File: config.mk
export PLATFORM = sky130hd
export DESIGN_NAME = smpc_sleep_ctrl
export DESIGN_NICKNAME = d
export VERILOG_FILES = /design/src/design/smpc_pkg.sv /design/src/design/smpc_sleep_ctrl.sv
export SDC_FILE = /design/constraint.sdc
export NUM_CORES = 1
export LEC_CHECK = 0
export BUFFER_PORTS_ARGS = -buffer_cell sky130_fd_sc_hd__buf_2
export CAP_MARGIN = 25
export CORE_MARGIN = 2
export CORE_UTILIZATION = 56
export DETAILED_ROUTE_END_ITERATION = 7
export PLACE_DENSITY = 0.83
export SETUP_SLACK_MARGIN = 0.15
export SYNTH_ARGS = -nofsm -noshare
export SYNTH_HDL_FRONTEND = slang
export SYNTH_SLANG_ARGS = --single-unit
File: constraint.sdc
create_clock -name clock -period 2.9 [get_ports clock]
set_input_delay 0.58 -clock clock [delete_from_list [all_inputs] [get_ports clock]]
set_output_delay 0.58 -clock clock [all_outputs]
set_load 0.02 [all_outputs]
File: src/design/smpc_pkg.sv
// Purpose: Shared constants and types for the sleep-mode power controller.
// Assumes: 8-bit register port, 100 MHz system clock.
// Notes: Register offsets are byte indices on the plain register port.
package smpc_pkg;

  // Register offsets
  localparam logic [7:0] SMPC_SLEEP_CTRL_ADDR = 8'h00;
  localparam logic [7:0] SMPC_CORE_CTRL_ADDR = 8'h01;
  localparam logic [7:0] SMPC_CMP_CTRL_ADDR = 8'h02;
  localparam logic [7:0] SMPC_STATUS_ADDR = 8'h03;

  // Field positions
  localparam int SMPC_SLEEP_EN_BIT = 0;
  localparam int SMPC_MODE_LSB = 1;
  localparam int SMPC_UV_TIMED_EN_BIT = 5;
  localparam int SMPC_UV_OFF_BIT = 6;
  localparam int SMPC_CMP_DIS_BIT = 7;

  // Sleep mode select encodings
  localparam logic [2:0] SMPC_MODE_IDLE = 3'h0;
  localparam logic [2:0] SMPC_MODE_NOISE = 3'h1;
  localparam logic [2:0] SMPC_MODE_PDOWN = 3'h2;
  localparam logic [2:0] SMPC_MODE_PSAVE = 3'h3;
  localparam logic [2:0] SMPC_MODE_RSVD4 = 3'h4;
  localparam logic [2:0] SMPC_MODE_RSVD5 = 3'h5;
  localparam logic [2:0] SMPC_MODE_STANDBY = 3'h6;
  localparam logic [2:0] SMPC_MODE_XSTANDBY = 3'h7;

  // Clock enable vector positions
  localparam int SMPC_NCLK = 7;
  localparam int CK_CORE = 0;
  localparam int CK_FLASH = 1;
  localparam int CK_IO = 2;
  localparam int CK_CONV = 3;
  localparam int CK_ASYNC = 4;
  localparam int CK_MAIN = 5;
  localparam int CK_TOSC = 6;

  // Wake source vector positions
  localparam int SMPC_NSRC = 10;
  localparam int WK_EXT_LEVEL = 0;
  localparam int WK_EXT_EDGE = 1;
  localparam int WK_PIN_CHG = 2;
  localparam int WK_TWI_MATCH = 3;
  localparam int WK_TIMER_TWO = 4;
  localparam int WK_MEM_READY = 5;
  localparam int WK_CONVERTER = 6;
  localparam int WK_WATCHDOG = 7;
  localparam int WK_OTHER_IO = 8;
  localparam int WK_COMPARATOR = 9;

  // Timing
  localparam int SMPC_CLK_PERIOD_NS = 10;
  localparam int SMPC_UV_WAKE_NS = 60000;
  localparam int SMPC_UV_WAKE_CYCLES =
    (SMPC_UV_WAKE_NS + SMPC_CLK_PERIOD_NS - 1) / SMPC_CLK_PERIOD_NS;
  localparam int SMPC_STARTUP_CYCLES = 16;
  localparam logic [12:0] SMPC_STANDBY_WAKE_CYCLES = 13'h0006;
  localparam logic [12:0] SMPC_HALT_CYCLES = 13'h0004;
  localparam logic [2:0] SMPC_TIMED_WINDOW = 3'h4;

  typedef enum logic [1:0] {
    ST_ACTIVE = 2'b00,
    ST_SLEEP = 2'b01,
    ST_WAKE_START = 2'b10,
    ST_WAKE_HALT = 2'b11
  } smpc_state_t;

endpackage

File: src/design/smpc_sleep_ctrl.sv
// Purpose: Sleep-mode controller: clock gating, wake qualification, wake stall,
//          and undervoltage detector switch-off during sleep.
// Assumes: Wake sources arrive from outside the clock domain and are synchronised.
// Notes: All state is one packed struct, one comb fill and one flop bank.
module smpc_sleep_ctrl
  import smpc_pkg::*;
#(
  parameter int UV_WAKE_CYCLES = SMPC_UV_WAKE_CYCLES,
  parameter int STARTUP_CYCLES = SMPC_STARTUP_CYCLES
) (
  input wire logic clock,
  input wire logic reset_n,
  input wire logic [7:0] reg_addr,
  input wire logic [7:0] reg_wdata,
  input wire logic reg_wr,
  input wire logic reg_rd,
  output logic [7:0] reg_rdata,
  input wire logic sleep_instr,
  input wire logic [SMPC_NSRC-1:0] wake_src,
  input wire logic timer_two_async,
  input wire logic converter_enabled,
  input wire logic undervolt_level_fuse,
  input wire logic ext_crystal_sel,
  output logic core_clk_en,
  output logic flash_clk_en,
  output logic io_clk_en,
  output logic conv_clk_en,
  output logic async_clk_en,
  output logic main_osc_en,
  output logic timer_osc_en,
  output logic core_halt,
  output logic wake_done,
  output logic conv_start,
  output logic undervolt_enable,
  output logic comparator_power_down
);

  ////////////////////////////////////////////////////////////////////////////
  // State record

  typedef struct packed {
    smpc_state_t st;
    logic sleep_enable;
    logic [2:0] sleep_mode_select;
    logic undervolt_off_in_sleep;
    logic [2:0] timed_win;
    logic comparator_disable_bit;
    logic [SMPC_NSRC-1:0] sync1;
    logic [SMPC_NSRC-1:0] sync2;
    logic [12:0] cnt;
    logic uv_cut;
    logic [SMPC_NCLK-1:0] clk_en;
    logic halt;
    logic uv_on;
    logic conv_start;
    logic wake_done;
    logic [7:0] rdata;
    logic [7:0] wake_cause;
  } smpc_rec_t;

  localparam smpc_rec_t RESET_REC = '{
    st: ST_ACTIVE,
    sleep_enable: 1'b0,
    sleep_mode_select: SMPC_MODE_IDLE,
    undervolt_off_in_sleep: 1'b0,
    timed_win: 3'h0,
    comparator_disable_bit: 1'b0,
    sync1: '0,
    sync2: '0,
    cnt: 13'h0000,
    uv_cut: 1'b0,
    clk_en: 7'h7f,
    halt: 1'b0,
    uv_on: 1'b1,
    conv_start: 1'b0,
    wake_done: 1'b0,
    rdata: 8'h00,
    wake_cause: 8'h00
  };

  smpc_rec_t state_q;
  smpc_rec_t state_d;

  ////////////////////////////////////////////////////////////////////////////
  // Per-mode tables

  // Clocks kept running in a mode; timer-two clocks follow its async use except in Standby and Power-down (both off) and Idle (async clock always on)
  function automatic logic [SMPC_NCLK-1:0] mode_clocks(input logic [2:0] m, input logic asy);
    logic [SMPC_NCLK-1:0] c;
    c = '0;
    case (m)
      SMPC_MODE_IDLE: begin
        c[CK_IO] = 1'b1;
        c[CK_CONV] = 1'b1;
        c[CK_ASYNC] = 1'b1;
        c[CK_MAIN] = 1'b1;
        c[CK_TOSC] = asy;
      end
      SMPC_MODE_NOISE: begin
        c[CK_CONV] = 1'b1;
        c[CK_ASYNC] = asy;
        c[CK_MAIN] = 1'b1;
        c[CK_TOSC] = asy;
      end
      SMPC_MODE_PSAVE: begin
        c[CK_ASYNC] = asy;
        c[CK_TOSC] = asy;
      end
      SMPC_MODE_STANDBY: begin
        c[CK_MAIN] = 1'b1;
      end
      SMPC_MODE_XSTANDBY: begin
        c[CK_MAIN] = 1'b1;
        c[CK_ASYNC] = asy;
        c[CK_TOSC] = asy;
      end
      default: c = '0; // Power-down keeps nothing
    endcase
    return c;
  endfunction

  // Wake sources honoured in a mode
  function automatic logic [SMPC_NSRC-1:0] mode_wakes(input logic [2:0] m, input logic asy,
                                                      input logic cmp_off);
    logic [SMPC_NSRC-1:0] w;
    w = '0;
    w[WK_EXT_LEVEL] = 1'b1;
    w[WK_PIN_CHG] = 1'b1;
    w[WK_TWI_MATCH] = 1'b1;
    w[WK_WATCHDOG] = 1'b1;
    case (m)
      SMPC_MODE_IDLE: begin
        w = '1;
        w[WK_COMPARATOR] = !cmp_off;
      end
      SMPC_MODE_NOISE: begin
        w[WK_TIMER_TWO] = asy;
        w[WK_MEM_READY] = 1'b1;
        w[WK_CONVERTER] = 1'b1;
      end
      SMPC_MODE_PSAVE, SMPC_MODE_XSTANDBY: begin
        w[WK_TIMER_TWO] = asy;
      end
      default: w[WK_EXT_EDGE] = 1'b0;
    endcase
    return w;
  endfunction

  ////////////////////////////////////////////////////////////////////////////
  // Wake qualification, one term per source

  logic [SMPC_NSRC-1:0] allow;
  logic [SMPC_NSRC-1:0] qual;

  assign allow = mode_wakes(state_q.sleep_mode_select, timer_two_async,
                            state_q.comparator_disable_bit);

  generate
    for (genvar i = 0; i < SMPC_NSRC; i++) begin : g_qual
      assign qual[i] = state_q.sync2[i] & allow[i];
    end
  endgenerate

  ////////////////////////////////////////////////////////////////////////////
  // Decoded conditions

  logic mode_ok;
  logic deep_mode;
  logic standby_mode;
  logic core_wr;

  // Reserved codes and crystal-less standby requests are ignored
  assign standby_mode = (state_q.sleep_mode_select == SMPC_MODE_STANDBY) ||
                        (state_q.sleep_mode_select == SMPC_MODE_XSTANDBY);
  assign mode_ok = !((state_q.sleep_mode_select == SMPC_MODE_RSVD4) ||
                     (state_q.sleep_mode_select == SMPC_MODE_RSVD5)) &&
                   (!standby_mode || ext_crystal_sel);
  assign deep_mode = (state_q.sleep_mode_select != SMPC_MODE_IDLE) &&
                     (state_q.sleep_mode_select != SMPC_MODE_NOISE);
  assign core_wr = reg_wr && (reg_addr == SMPC_CORE_CTRL_ADDR);

  ////////////////////////////////////////////////////////////////////////////
  // Next-state logic

  always_comb begin
    state_d = state_q;
    state_d.conv_start = 1'b0;
    state_d.wake_done = 1'b0;
    state_d.rdata = 8'h00;
    // Two-stage synchroniser; first stage feeds only the second
    state_d.sync1 = wake_src;
    state_d.sync2 = state_q.sync1;

    // Register writes; core stalls while asleep so writes only land when active
    if (reg_wr && (reg_addr == SMPC_SLEEP_CTRL_ADDR)) begin
      state_d.sleep_enable = reg_wdata[SMPC_SLEEP_EN_BIT];
      state_d.sleep_mode_select = reg_wdata[SMPC_MODE_LSB +: 3];
    end
    if (reg_wr && (reg_addr == SMPC_CMP_CTRL_ADDR)) begin
      state_d.comparator_disable_bit = reg_wdata[SMPC_CMP_DIS_BIT];
    end

    // Timed write: arm with both bits, commit with enable low inside window
    if (state_q.timed_win != 3'h0) begin
      state_d.timed_win = state_q.timed_win - 3'h1;
    end
    if (core_wr) begin
      if (state_q.timed_win != 3'h0 && !reg_wdata[SMPC_UV_TIMED_EN_BIT]) begin
        state_d.undervolt_off_in_sleep = reg_wdata[SMPC_UV_OFF_BIT];
        state_d.timed_win = 3'h0;
      end else if (state_q.timed_win == 3'h0 && reg_wdata[SMPC_UV_TIMED_EN_BIT] &&
                   reg_wdata[SMPC_UV_OFF_BIT]) begin
        state_d.timed_win = SMPC_TIMED_WINDOW;
      end
    end

    // Register reads, answered in the next cycle
    if (reg_rd) begin
      case (reg_addr)
        SMPC_SLEEP_CTRL_ADDR: begin
          state_d.rdata = {4'h0, state_q.sleep_mode_select, state_q.sleep_enable};
        end
        SMPC_CORE_CTRL_ADDR: begin
          state_d.rdata = {1'b0, state_q.undervolt_off_in_sleep,
                           (state_q.timed_win != 3'h0), 5'h00};
        end
        SMPC_CMP_CTRL_ADDR: begin
          state_d.rdata = {state_q.comparator_disable_bit, 7'h00};
        end
        SMPC_STATUS_ADDR: begin
          state_d.rdata = {state_q.wake_cause[5:0], state_q.st};
        end
        default: state_d.rdata = 8'h00;
      endcase
    end

    // Sleep sequencing
    case (state_q.st)
      ST_ACTIVE: begin
        if (sleep_instr && state_q.sleep_enable && mode_ok) begin
          state_d.st = ST_SLEEP;
          state_d.halt = 1'b1;
          state_d.clk_en = mode_clocks(state_q.sleep_mode_select, timer_two_async);
          // Detector cut right at entry, only in deep modes
          state_d.uv_cut = state_q.undervolt_off_in_sleep && deep_mode;
          state_d.uv_on = undervolt_level_fuse &&
                          !(state_q.undervolt_off_in_sleep && deep_mode);
          // Converter start on quiet-mode entry
          state_d.conv_start = converter_enabled &&
                               ((state_q.sleep_mode_select == SMPC_MODE_IDLE) ||
                                (state_q.sleep_mode_select == SMPC_MODE_NOISE));
        end else begin
          state_d.uv_on = undervolt_level_fuse;
        end
      end
      ST_SLEEP: begin
        // Clock set can shrink if timer two leaves async use while asleep
        state_d.clk_en = mode_clocks(state_q.sleep_mode_select, timer_two_async);
        if (qual != '0) begin
          state_d.st = ST_WAKE_START;
          state_d.wake_cause = qual[7:0];
          state_d.clk_en = {SMPC_NCLK{1'b1}};
          state_d.clk_en[CK_CORE] = 1'b0;
          state_d.clk_en[CK_FLASH] = 1'b0;
          state_d.uv_on = undervolt_level_fuse;
          // Longer start-up when the detector must settle
          if (state_q.uv_cut) begin
            state_d.cnt = 13'(UV_WAKE_CYCLES - 1);
          end else if (standby_mode) begin
            state_d.cnt = SMPC_STANDBY_WAKE_CYCLES - 13'h1;
          end else begin
            state_d.cnt = 13'(STARTUP_CYCLES - 1);
          end
        end
      end
      ST_WAKE_START: begin
        if (state_q.cnt == 13'h0000) begin
          state_d.st = ST_WAKE_HALT;
          state_d.clk_en = {SMPC_NCLK{1'b1}};
          state_d.cnt = SMPC_HALT_CYCLES - 13'h1;
        end else begin
          state_d.cnt = state_q.cnt - 13'h1;
        end
      end
      ST_WAKE_HALT: begin
        if (state_q.cnt == 13'h0000) begin
          state_d.st = ST_ACTIVE;
          state_d.halt = 1'b0;
          state_d.uv_cut = 1'b0;
          state_d.wake_done = 1'b1;
        end else begin
          state_d.cnt = state_q.cnt - 13'h1;
        end
      end
      default: state_d.st = ST_ACTIVE;
    endcase
  end

  ////////////////////////////////////////////////////////////////////////////
  // State register; reset lands in active mode with every clock running

  always_ff @(posedge clock or negedge reset_n) begin
    if (!reset_n) begin
      state_q <= RESET_REC;
    end else begin
      state_q <= state_d;
    end
  end

  ////////////////////////////////////////////////////////////////////////////
  // Outputs; no path here writes the register file or static memory

  assign reg_rdata = state_q.rdata;
  assign core_clk_en = state_q.clk_en[CK_CORE];
  assign flash_clk_en = state_q.clk_en[CK_FLASH];
  assign io_clk_en = state_q.clk_en[CK_IO];
  assign conv_clk_en = state_q.clk_en[CK_CONV];
  assign async_clk_en = state_q.clk_en[CK_ASYNC];
  assign main_osc_en = state_q.clk_en[CK_MAIN];
  assign timer_osc_en = state_q.clk_en[CK_TOSC];
  assign core_halt = state_q.halt;
  assign wake_done = state_q.wake_done;
  assign conv_start = state_q.conv_start;
  assign undervolt_enable = state_q.uv_on;
  assign comparator_power_down = state_q.comparator_disable_bit;

  ////////////////////////////////////////////////////////////////////////////
  // Checks

  a_no_enable_stay: assert property (
    @(posedge clock) disable iff (!reset_n)
    (state_q.st == ST_ACTIVE && sleep_instr && !state_q.sleep_enable) |=>
      (state_q.st == ST_ACTIVE && core_clk_en))
    else $error("sleep entered without enable bit");

  a_idle_clocks: assert property (
    @(posedge clock) disable iff (!reset_n)
    (state_q.st == ST_ACTIVE && sleep_instr && state_q.sleep_enable &&
     state_q.sleep_mode_select == SMPC_MODE_IDLE) |=>
      (!core_clk_en && !flash_clk_en && io_clk_en && conv_clk_en && main_osc_en))
    else $error("idle clock set wrong");

  a_pdown_all_off: assert property (
    @(posedge clock) disable iff (!reset_n)
    (state_q.st == ST_SLEEP && state_q.sleep_mode_select == SMPC_MODE_PDOWN) |->
      (state_q.clk_en == '0))
    else $error("clock left running in power-down");

  a_reserved_ignore: assert property (
    @(posedge clock) disable iff (!reset_n)
    (state_q.st == ST_ACTIVE && sleep_instr &&
     state_q.sleep_mode_select[2:1] == 2'b10) |=> (state_q.st == ST_ACTIVE))
    else $error("reserved mode changed gating");

  a_edge_no_wake: assert property (
    @(posedge clock) disable iff (!reset_n)
    (state_q.st == ST_SLEEP && state_q.sleep_mode_select != SMPC_MODE_IDLE &&
     state_q.sync2 == (SMPC_NSRC'(1) << WK_EXT_EDGE)) |=> (state_q.st == ST_SLEEP))
    else $error("edge interrupt woke a deep mode");

  a_halt_four: assert property (
    @(posedge clock) disable iff (!reset_n)
    (state_q.st == ST_WAKE_HALT && $past(state_q.st) == ST_WAKE_START) |->
      (core_halt && state_q.st == ST_WAKE_HALT) [*4] ##1 (!core_halt && wake_done))
    else $error("wake stall not four cycles");

  a_standby_six: assert property (
    @(posedge clock) disable iff (!reset_n)
    (state_q.st == ST_WAKE_START && $past(state_q.st) == ST_SLEEP && !state_q.uv_cut &&
     state_q.sleep_mode_select[2:1] == 2'b11) |->
      (state_q.st == ST_WAKE_START) [*6] ##1 (state_q.st == ST_WAKE_HALT))
    else $error("standby wake not six cycles");

  a_uv_shallow_on: assert property (
    @(posedge clock) disable iff (!reset_n)
    (state_q.st == ST_SLEEP && !deep_mode && undervolt_level_fuse) |-> undervolt_enable)
    else $error("detector cut in shallow mode");

  a_uv_back_wake: assert property (
    @(posedge clock) disable iff (!reset_n)
    ($past(state_q.st) == ST_SLEEP && state_q.st == ST_WAKE_START &&
     $past(undervolt_level_fuse)) |-> undervolt_enable)
    else $error("detector not restored at wake");

  a_uv_long_wake: assert property (
    @(posedge clock) disable iff (!reset_n)
    ($past(state_q.st) == ST_SLEEP && state_q.st == ST_WAKE_START && state_q.uv_cut) |->
      (state_q.cnt == 13'(UV_WAKE_CYCLES - 1)))
    else $error("detector wake time not stretched");

  a_timed_guard: assert property (
    @(posedge clock) disable iff (!reset_n)
    (core_wr && state_q.timed_win == 3'h0) |=> $stable(state_q.undervolt_off_in_sleep))
    else $error("detector bit changed without timed sequence");

  a_conv_on_entry: assert property (
    @(posedge clock) disable iff (!reset_n)
    conv_start |-> ($past(state_q.st) == ST_ACTIVE && state_q.st == ST_SLEEP &&
                    !deep_mode))
    else $error("conversion start outside quiet entry");

endmodule // smpc_sleep_ctrl

==> results.md, run 1 <==
- Clock root buffer: clkbuf_8
- Critical Path AT: 2640 ps
- Post-route insts no fill: 428
- WL final: 6840 µm
- Worst Clk Skew: 4.20 ps
- Placed cell areas: 0.00354 mm²
- FF+latch count, synth: 69
- CTS H-tree depth: 3
- Yosys warns: 0
- Die Ht: 80.3 µm
- Worst-Skew Late Latency: 340 ps
- Cells after Synth: 300
- Placed cell count: 412
- Worst slew pin tran: 807 ps
- Synth top area share: 47.6%
- Max Clock Freq: 415 MHz
- DR WL/cell: 16.0 µm
- Fillcell total: 454
- Pwr per Cell Area: 952 mW/mm²
- Final period util: 83.2%
- Layout cell share with drive strength beyond 1: 28.9%
- Via density: 5.79
- Area grow syn2layout: 15.0%
- Post-synth ARST share: 100%
- Syn avg cell area: 10.9 µm²
- Post-CTS Hold Fix Bufs: 0
- Largest area contributor in the netlist: dfrtp_1
- Setup TNS: 0 ps
- Crit Path Max Fanout: 19
- Clock buffer depth: 2
- Commonest non-fill, non-tap cell in the layout: dfrtp_1
- IO Port Bufs: 53
- Fin area: 0.00375 mm²
- Count of nets after finishing: 393
- Final Hold Vio Count: 0
- Total track usage: 23.7%
- Largest family of logic cells by synthesized area: compound AO/OA/AOI/OAI gates
- Worst Path Required: 3130 ps
- CP Class: reg -> reg
- Xor and xnor fraction of the mapped netlist area: 0.269%
- First-pass GRT wire length: 11400 µm
- Min Tclk post-route: 2410 ps
- Gpl congestion: 0.884
- Synth Area in Compound Gates: 16.2%
- Vias in the first global route: 2373
- Clk slew on worst S/H paths: 80 ps
- Routed Antenna Nets: 0
- I/O pins: 55
- Post-Synth Adder-Cell Area: 2.69%
- Core Area: 0.00557 mm²
- Outcome: finished, final reports clean
- Number of enable flip-flop cells after synthesis: 0
- Post-CTS setup buffers: 0
- Total die area: 0.00644 mm²
- Worst min-delay path class: in -> async
- Startpoint types: flip-flop
- First-pass DRT Iterations: 4
- Maximum capacitance violations: 0
- Seq/Total Area, Yosys: 53.3%
- Cts bufs inserted: 9
- # clock sinks: 69
- Slew Limit Fails: 0
- Drt first-iter violations: 171
- RSZ-0062 raised after global routing: no
- Mux cell area share after synthesis: 6.11%
- Post-route DRC: 0
- GRT overflow: 0
- Initial core utilization: 58.5%
- Max-slew headroom: 46.2%
- Leading register cell type out of synthesis: dfrtp_1
- Final count of negative-setup-slack endpoints: 0
- CP Capture Type: flip-flop
- Leak pwr: 1.73 nW
- Antenna violations before repair: 0
- Largest net degree at the start of global routing: 38
- Die Span X: 80.3 µm
- Post-synthesis net count: 342
- ANT cells: 0
- FP Rows: 27
- Via count: 2476
- Synth Cell Area: 0.00326 mm²
- CTS tree: done
- Simple-gate share of the synthesized area: 15.0%
- Netlist cell types: 56
- Ranking of synthesized cells by area: dfrtp_1, dfstp_2, mux2_2
- Peak supply drop: 0.586 mV
- Detailed Place HPWL: 4960 µm
- Most frequent cells in the layout: dfrtp_1, buf_2, nor2_1
- CTS resizes: 0
-- cell families (layout without fill, tap and decap cells) --
| logic type | count (synthesis) | in the layout |
|---|---|---|
| and+or+nand+nor | 89 | 89 |
| AOI/OAI and AO/OA | 77 | 77 |
| DFF | 69 | 69 |
| buffers and inverters | 39 | 95 |
| muxes | 18 | 18 |
| adders and majority gates | 7 | 7 |
| xor gates and xnor gates | 1 | 1 |
-- per-stage QoR --
stage	power, mW	hold slack, ps	util [%]	setup slack [ps]
2_1_floorplan	2.41	284	-	690
3_3_place_gp	2.71	331	63.5	558
3_5_place_dp	2.76	335	63.5	515
4_1_cts	3.57	328	67.2	500
5_1_grt	3.82	318	67.2	274
6_report	3.57	325	67.2	489
-- report_power, final --
part / switching [mW] / internal [mW] / leakage, nW
registers: 0.162 / 1.21 / 0.846
logic: 0.826 / 0.555 / 0.779
clock network: 0.382 / 0.428 / 0.107
total: 1.37 / 2.20 / 1.73
-- layer usage --
| layer | vias up | global-route usage [%] | share of wire (%) |
|---|---|---|---|
| met5 | - | 0 | 0 |
| met4 | 0 | 10.7 | 1.8 |
| met3 | 10 | 5.28 | 4.2 |
| met2 | 61 | 39.3 | 51 |
| met1 | 1214 | 29.6 | 43 |
| li1 | 1191 | - | - |
-- final timing paths --
path,depth (start not counted),end,start,slack (ps)
min in group clock,1,state_d[43]$_DFF_PN0_,wake_src[2],340
max in group asynchronous,2,async_clk_en$_DFFE_PN1P_,reset_n,1850
hold / removal,1,reg_rdata[5]$_DFF_PN0_,reset_n,320
setup / recovery,5,state_q[28]$_DFFE_PN0P_,state_q[67]$_DFFE_PN0P_,490
setup reg to reg,5,state_q[28]$_DFFE_PN0P_,state_q[67]$_DFFE_PN0P_,490
hold reg to reg,0,qual[3]$_DFF_PN0_,state_d[44]$_DFF_PN0_,350
-- final cells by class --
class / instances / area [µm²] / share of cell area (%)
Timing Repair Buffer: 60 / 330 / 8.81
Inverter: 19 / 71.3 / 1.90
Clock inverter: 6 / 70.1 / 1.87
Sequential cell: 69 / 1740 / 46.3
Clock buffer: 10 / 138 / 3.67
Multi-Input combinational cell: 192 / 1310 / 35.0
Tap cell: 72 / 90.1 / 2.40
-- worst max-delay path, cell delays in order (launching register included) --
cell	delay, ps
dfrtp_1	510
nor2b_4	200
or4b_4	560
and4_4	260
or2_1	410
mux2_4	360
-- registers in the layout (all words and copies together), names as in the netlist --
signal,cells
async_clk_en,1
comparator_power_down,1
conv_clk_en,1
conv_start,1
core_halt,1
flash_clk_en,1
io_clk_en,1
main_osc_en,1
qual,3
reg_rdata,8
state_d,10
state_q,37
timer_osc_en,1
undervolt_enable,1
wake_done,1
-- synthesized netlist by cell type, types with 2 or more instances --
library cell	count
nor3_1	7
dfrtp_1	62
nor2b_1	3
o31ai_1	8
nand4_1	4
a221oi_1	2
mux2i_1	6
buf_4	9
o211ai_1	2
ha_1	7
and2_1	4
nor2_1	24
mux2_2	11
inv_1	19
clkbuf_1	7
o22ai_1	6
dfstp_2	7
nand3_1	7
a22oi_1	4
buf_6	4
nor3b_1	6
nor4_1	2
o2bb2ai_1	2
a21oi_1	15
nand2_1	15
or3b_2	2
a211oi_1	6
o21ai_1	3
a31oi_1	4
o41a_1	2
o21ai_0	8
or4_1	3
nand2b_1	2
o21a_1	3
o31a_1	3
(Power assumes the default switching activity.)
==> run 2, diff against run 1 <==
==> constraint.sdc (replaced) <==
create_clock -name clock -period 2.5 [get_ports clock]
set_input_delay 0.5 -clock clock [delete_from_list [all_inputs] [get_ports clock]]
set_output_delay 0.5 -clock clock [all_outputs]
set_load 0.02 [all_outputs]
==> run 2 against run 1 <==
Compared with the run above: sequential share of layout area fell by 0.67 points; cell area grew 1.5%; worst hold slack worse by 170 ps; final cell count grew 1.2%; flip-flop and latch count stayed put; register-to-register slack worse by 220 ps; critical path depth is the same; core utilization rose by 0.99 points; count of clock-buffer cells in the layout grew 1; via count is 0.65% higher; die area stayed put; power rose by 19%; critical endpoint is now state_q[32]$_DFFE_PN0P_.
==> results.md, run 2 (synthesis results as in run 1) <==
- Core Area: 0.00557 mm²
- Clock buffer depth: 2
- Largest net degree at the start of global routing: 70
- Final Hold Vio Count: 0
- Outcome: finished, final reports clean
- Layout cell share with drive strength beyond 1: 30.7%
- Drt first-iter violations: 172
- Worst min-delay path class: in -> async
- GRT overflow: 0
- Via density: 5.76
- Leak pwr: 1.76 nW
- Antenna violations before repair: 0
- IO Port Bufs: 53
- Via count: 2492
- Area grow syn2layout: 16.7%
- Max-slew headroom: 69.8%
- Largest register FFs: 37
- Final period util: 89.4%
- Maximum capacitance violations: 0
- CTS H-tree depth: 3
- Post-route DRC: 0
- Setup TNS: 0 ps
- Total die area: 0.00644 mm²
- CP Capture Type: flip-flop
- Die Ht: 80.3 µm
- # clock sinks: 69
- FP Rows: 27
- Worst-Skew Late Latency: 360 ps
- Slew Limit Fails: 0
- Critical Path AT: 2510 ps
- Worst slew pin tran: 452 ps
- Worst Path Required: 2770 ps
- Detailed Place HPWL: 4790 µm
- Final Power: 4.25 mW
- Post-CTS Hold Fix Bufs: 0
- Total track usage: 23.2%
- Max Clock Freq: 448 MHz
- Initial core utilization: 58.5%
- Count of nets after finishing: 398
- Commonest non-fill, non-tap cell in the layout: dfrtp_1
- CTS tree: done
- Min Tclk post-route: 2230 ps
- Pwr per Cell Area: 1120 mW/mm²
- ANT cells: 0
- Routed Antenna Nets: 0
- First-pass GRT wire length: 11100 µm
- Largest register by flop count: state_q
- Gpl congestion: 0.878
- I/O pins: 55
- WL final: 6910 µm
- Most frequent cells in the layout: dfrtp_1, buf_2, nor2_1
- CP Class: reg -> reg
- RSZ-0062 raised after global routing: no
- Startpoint types: flip-flop
- First-pass DRT Iterations: 4
- Clk slew on worst S/H paths: 80 ps
- Clock root buffer: clkbuf_8
- Vias in the first global route: 2359
- Final count of negative-setup-slack endpoints: 0
- Cts bufs inserted: 9
- Peak supply drop: 0.657 mV
- Worst Clk Skew: 9.89 ps
- DR WL/cell: 15.9 µm
- Die Span X: 80.3 µm
- Crit Path Max Fanout: 19
run 2: through the flow:
| stage | hold WS (ps) | setup WS, ps | instances | cell area [µm²] | utilization (%) |
|---|---|---|---|---|---|
| 2_1_floorplan | 204 | 290 | 300 | 3260 | - |
| 3_3_place_gp | 331 | 305 | 417 | 3580 | 64.2 |
| 3_5_place_dp | 335 | 250 | 417 | 3580 | 64.2 |
| 4_1_cts | 178 | 172 | 433 | 3790 | 67.9 |
| 5_1_grt | 176 | 135 | 433 | 3800 | 68.2 |
| 6_report | 151 | 266 | 433 | 3800 | 68.2 |
run 2: final timing paths:
path	slack (ps)	end	cells past startpoint	start
hold / removal	150	state_q[40]$_DFFE_PN0P_	2	reset_n
setup / recovery	270	state_q[32]$_DFFE_PN0P_	5	state_q[67]$_DFFE_PN0P_
max in group asynchronous	2020	main_osc_en$_DFFE_PN1P_	2	reset_n
setup reg to reg	270	state_q[32]$_DFFE_PN0P_	5	state_q[67]$_DFFE_PN0P_
hold reg to reg	350	state_q[45]$_DFF_PN0_	0	state_d[45]$_DFF_PN0_
min in group clock	250	state_d[47]$_DFF_PN0_	1	wake_src[6]
run 2: cell type report:
cell class	instances	area [µm²]
Multi-Input combinational cell	192	1330
Fill cell	415	1770
Clock buffer	11	151
Tap cell	72	90.1
Timing Repair Buffer	65	368
Clock inverter	5	58.8
Sequential cell	69	1740
Inverter	19	71.3
run 2: critical path, cell delays in order, from the launching register on:
cell     delay (ps)
dfrtp_1         470
nor2b_4         180
or4b_4          550
and4_4          260
or4_1           510
a21oi_1         190
run 2: where the power goes:
group / switching [mW] / internal [mW]
registers: 0.188 / 1.41
logic: 0.991 / 0.716
clock network: 0.432 / 0.514
run 2: repair_timing:
action | CTS | global route
setup endpoints to repair | 0 | 13
setup buffers | 0 | 0
gates resized for setup | 0 | 3
run 2: layer usage:
| layer | share of wire [%] | track usage [%] |
|---|---|---|
| met1 | 42 | 29.0 |
| met2 | 51 | 37.6 |
| met3 | 4.9 | 5.51 |
| met4 | 2.0 | 12.0 |
| met5 | 0 | 0 |
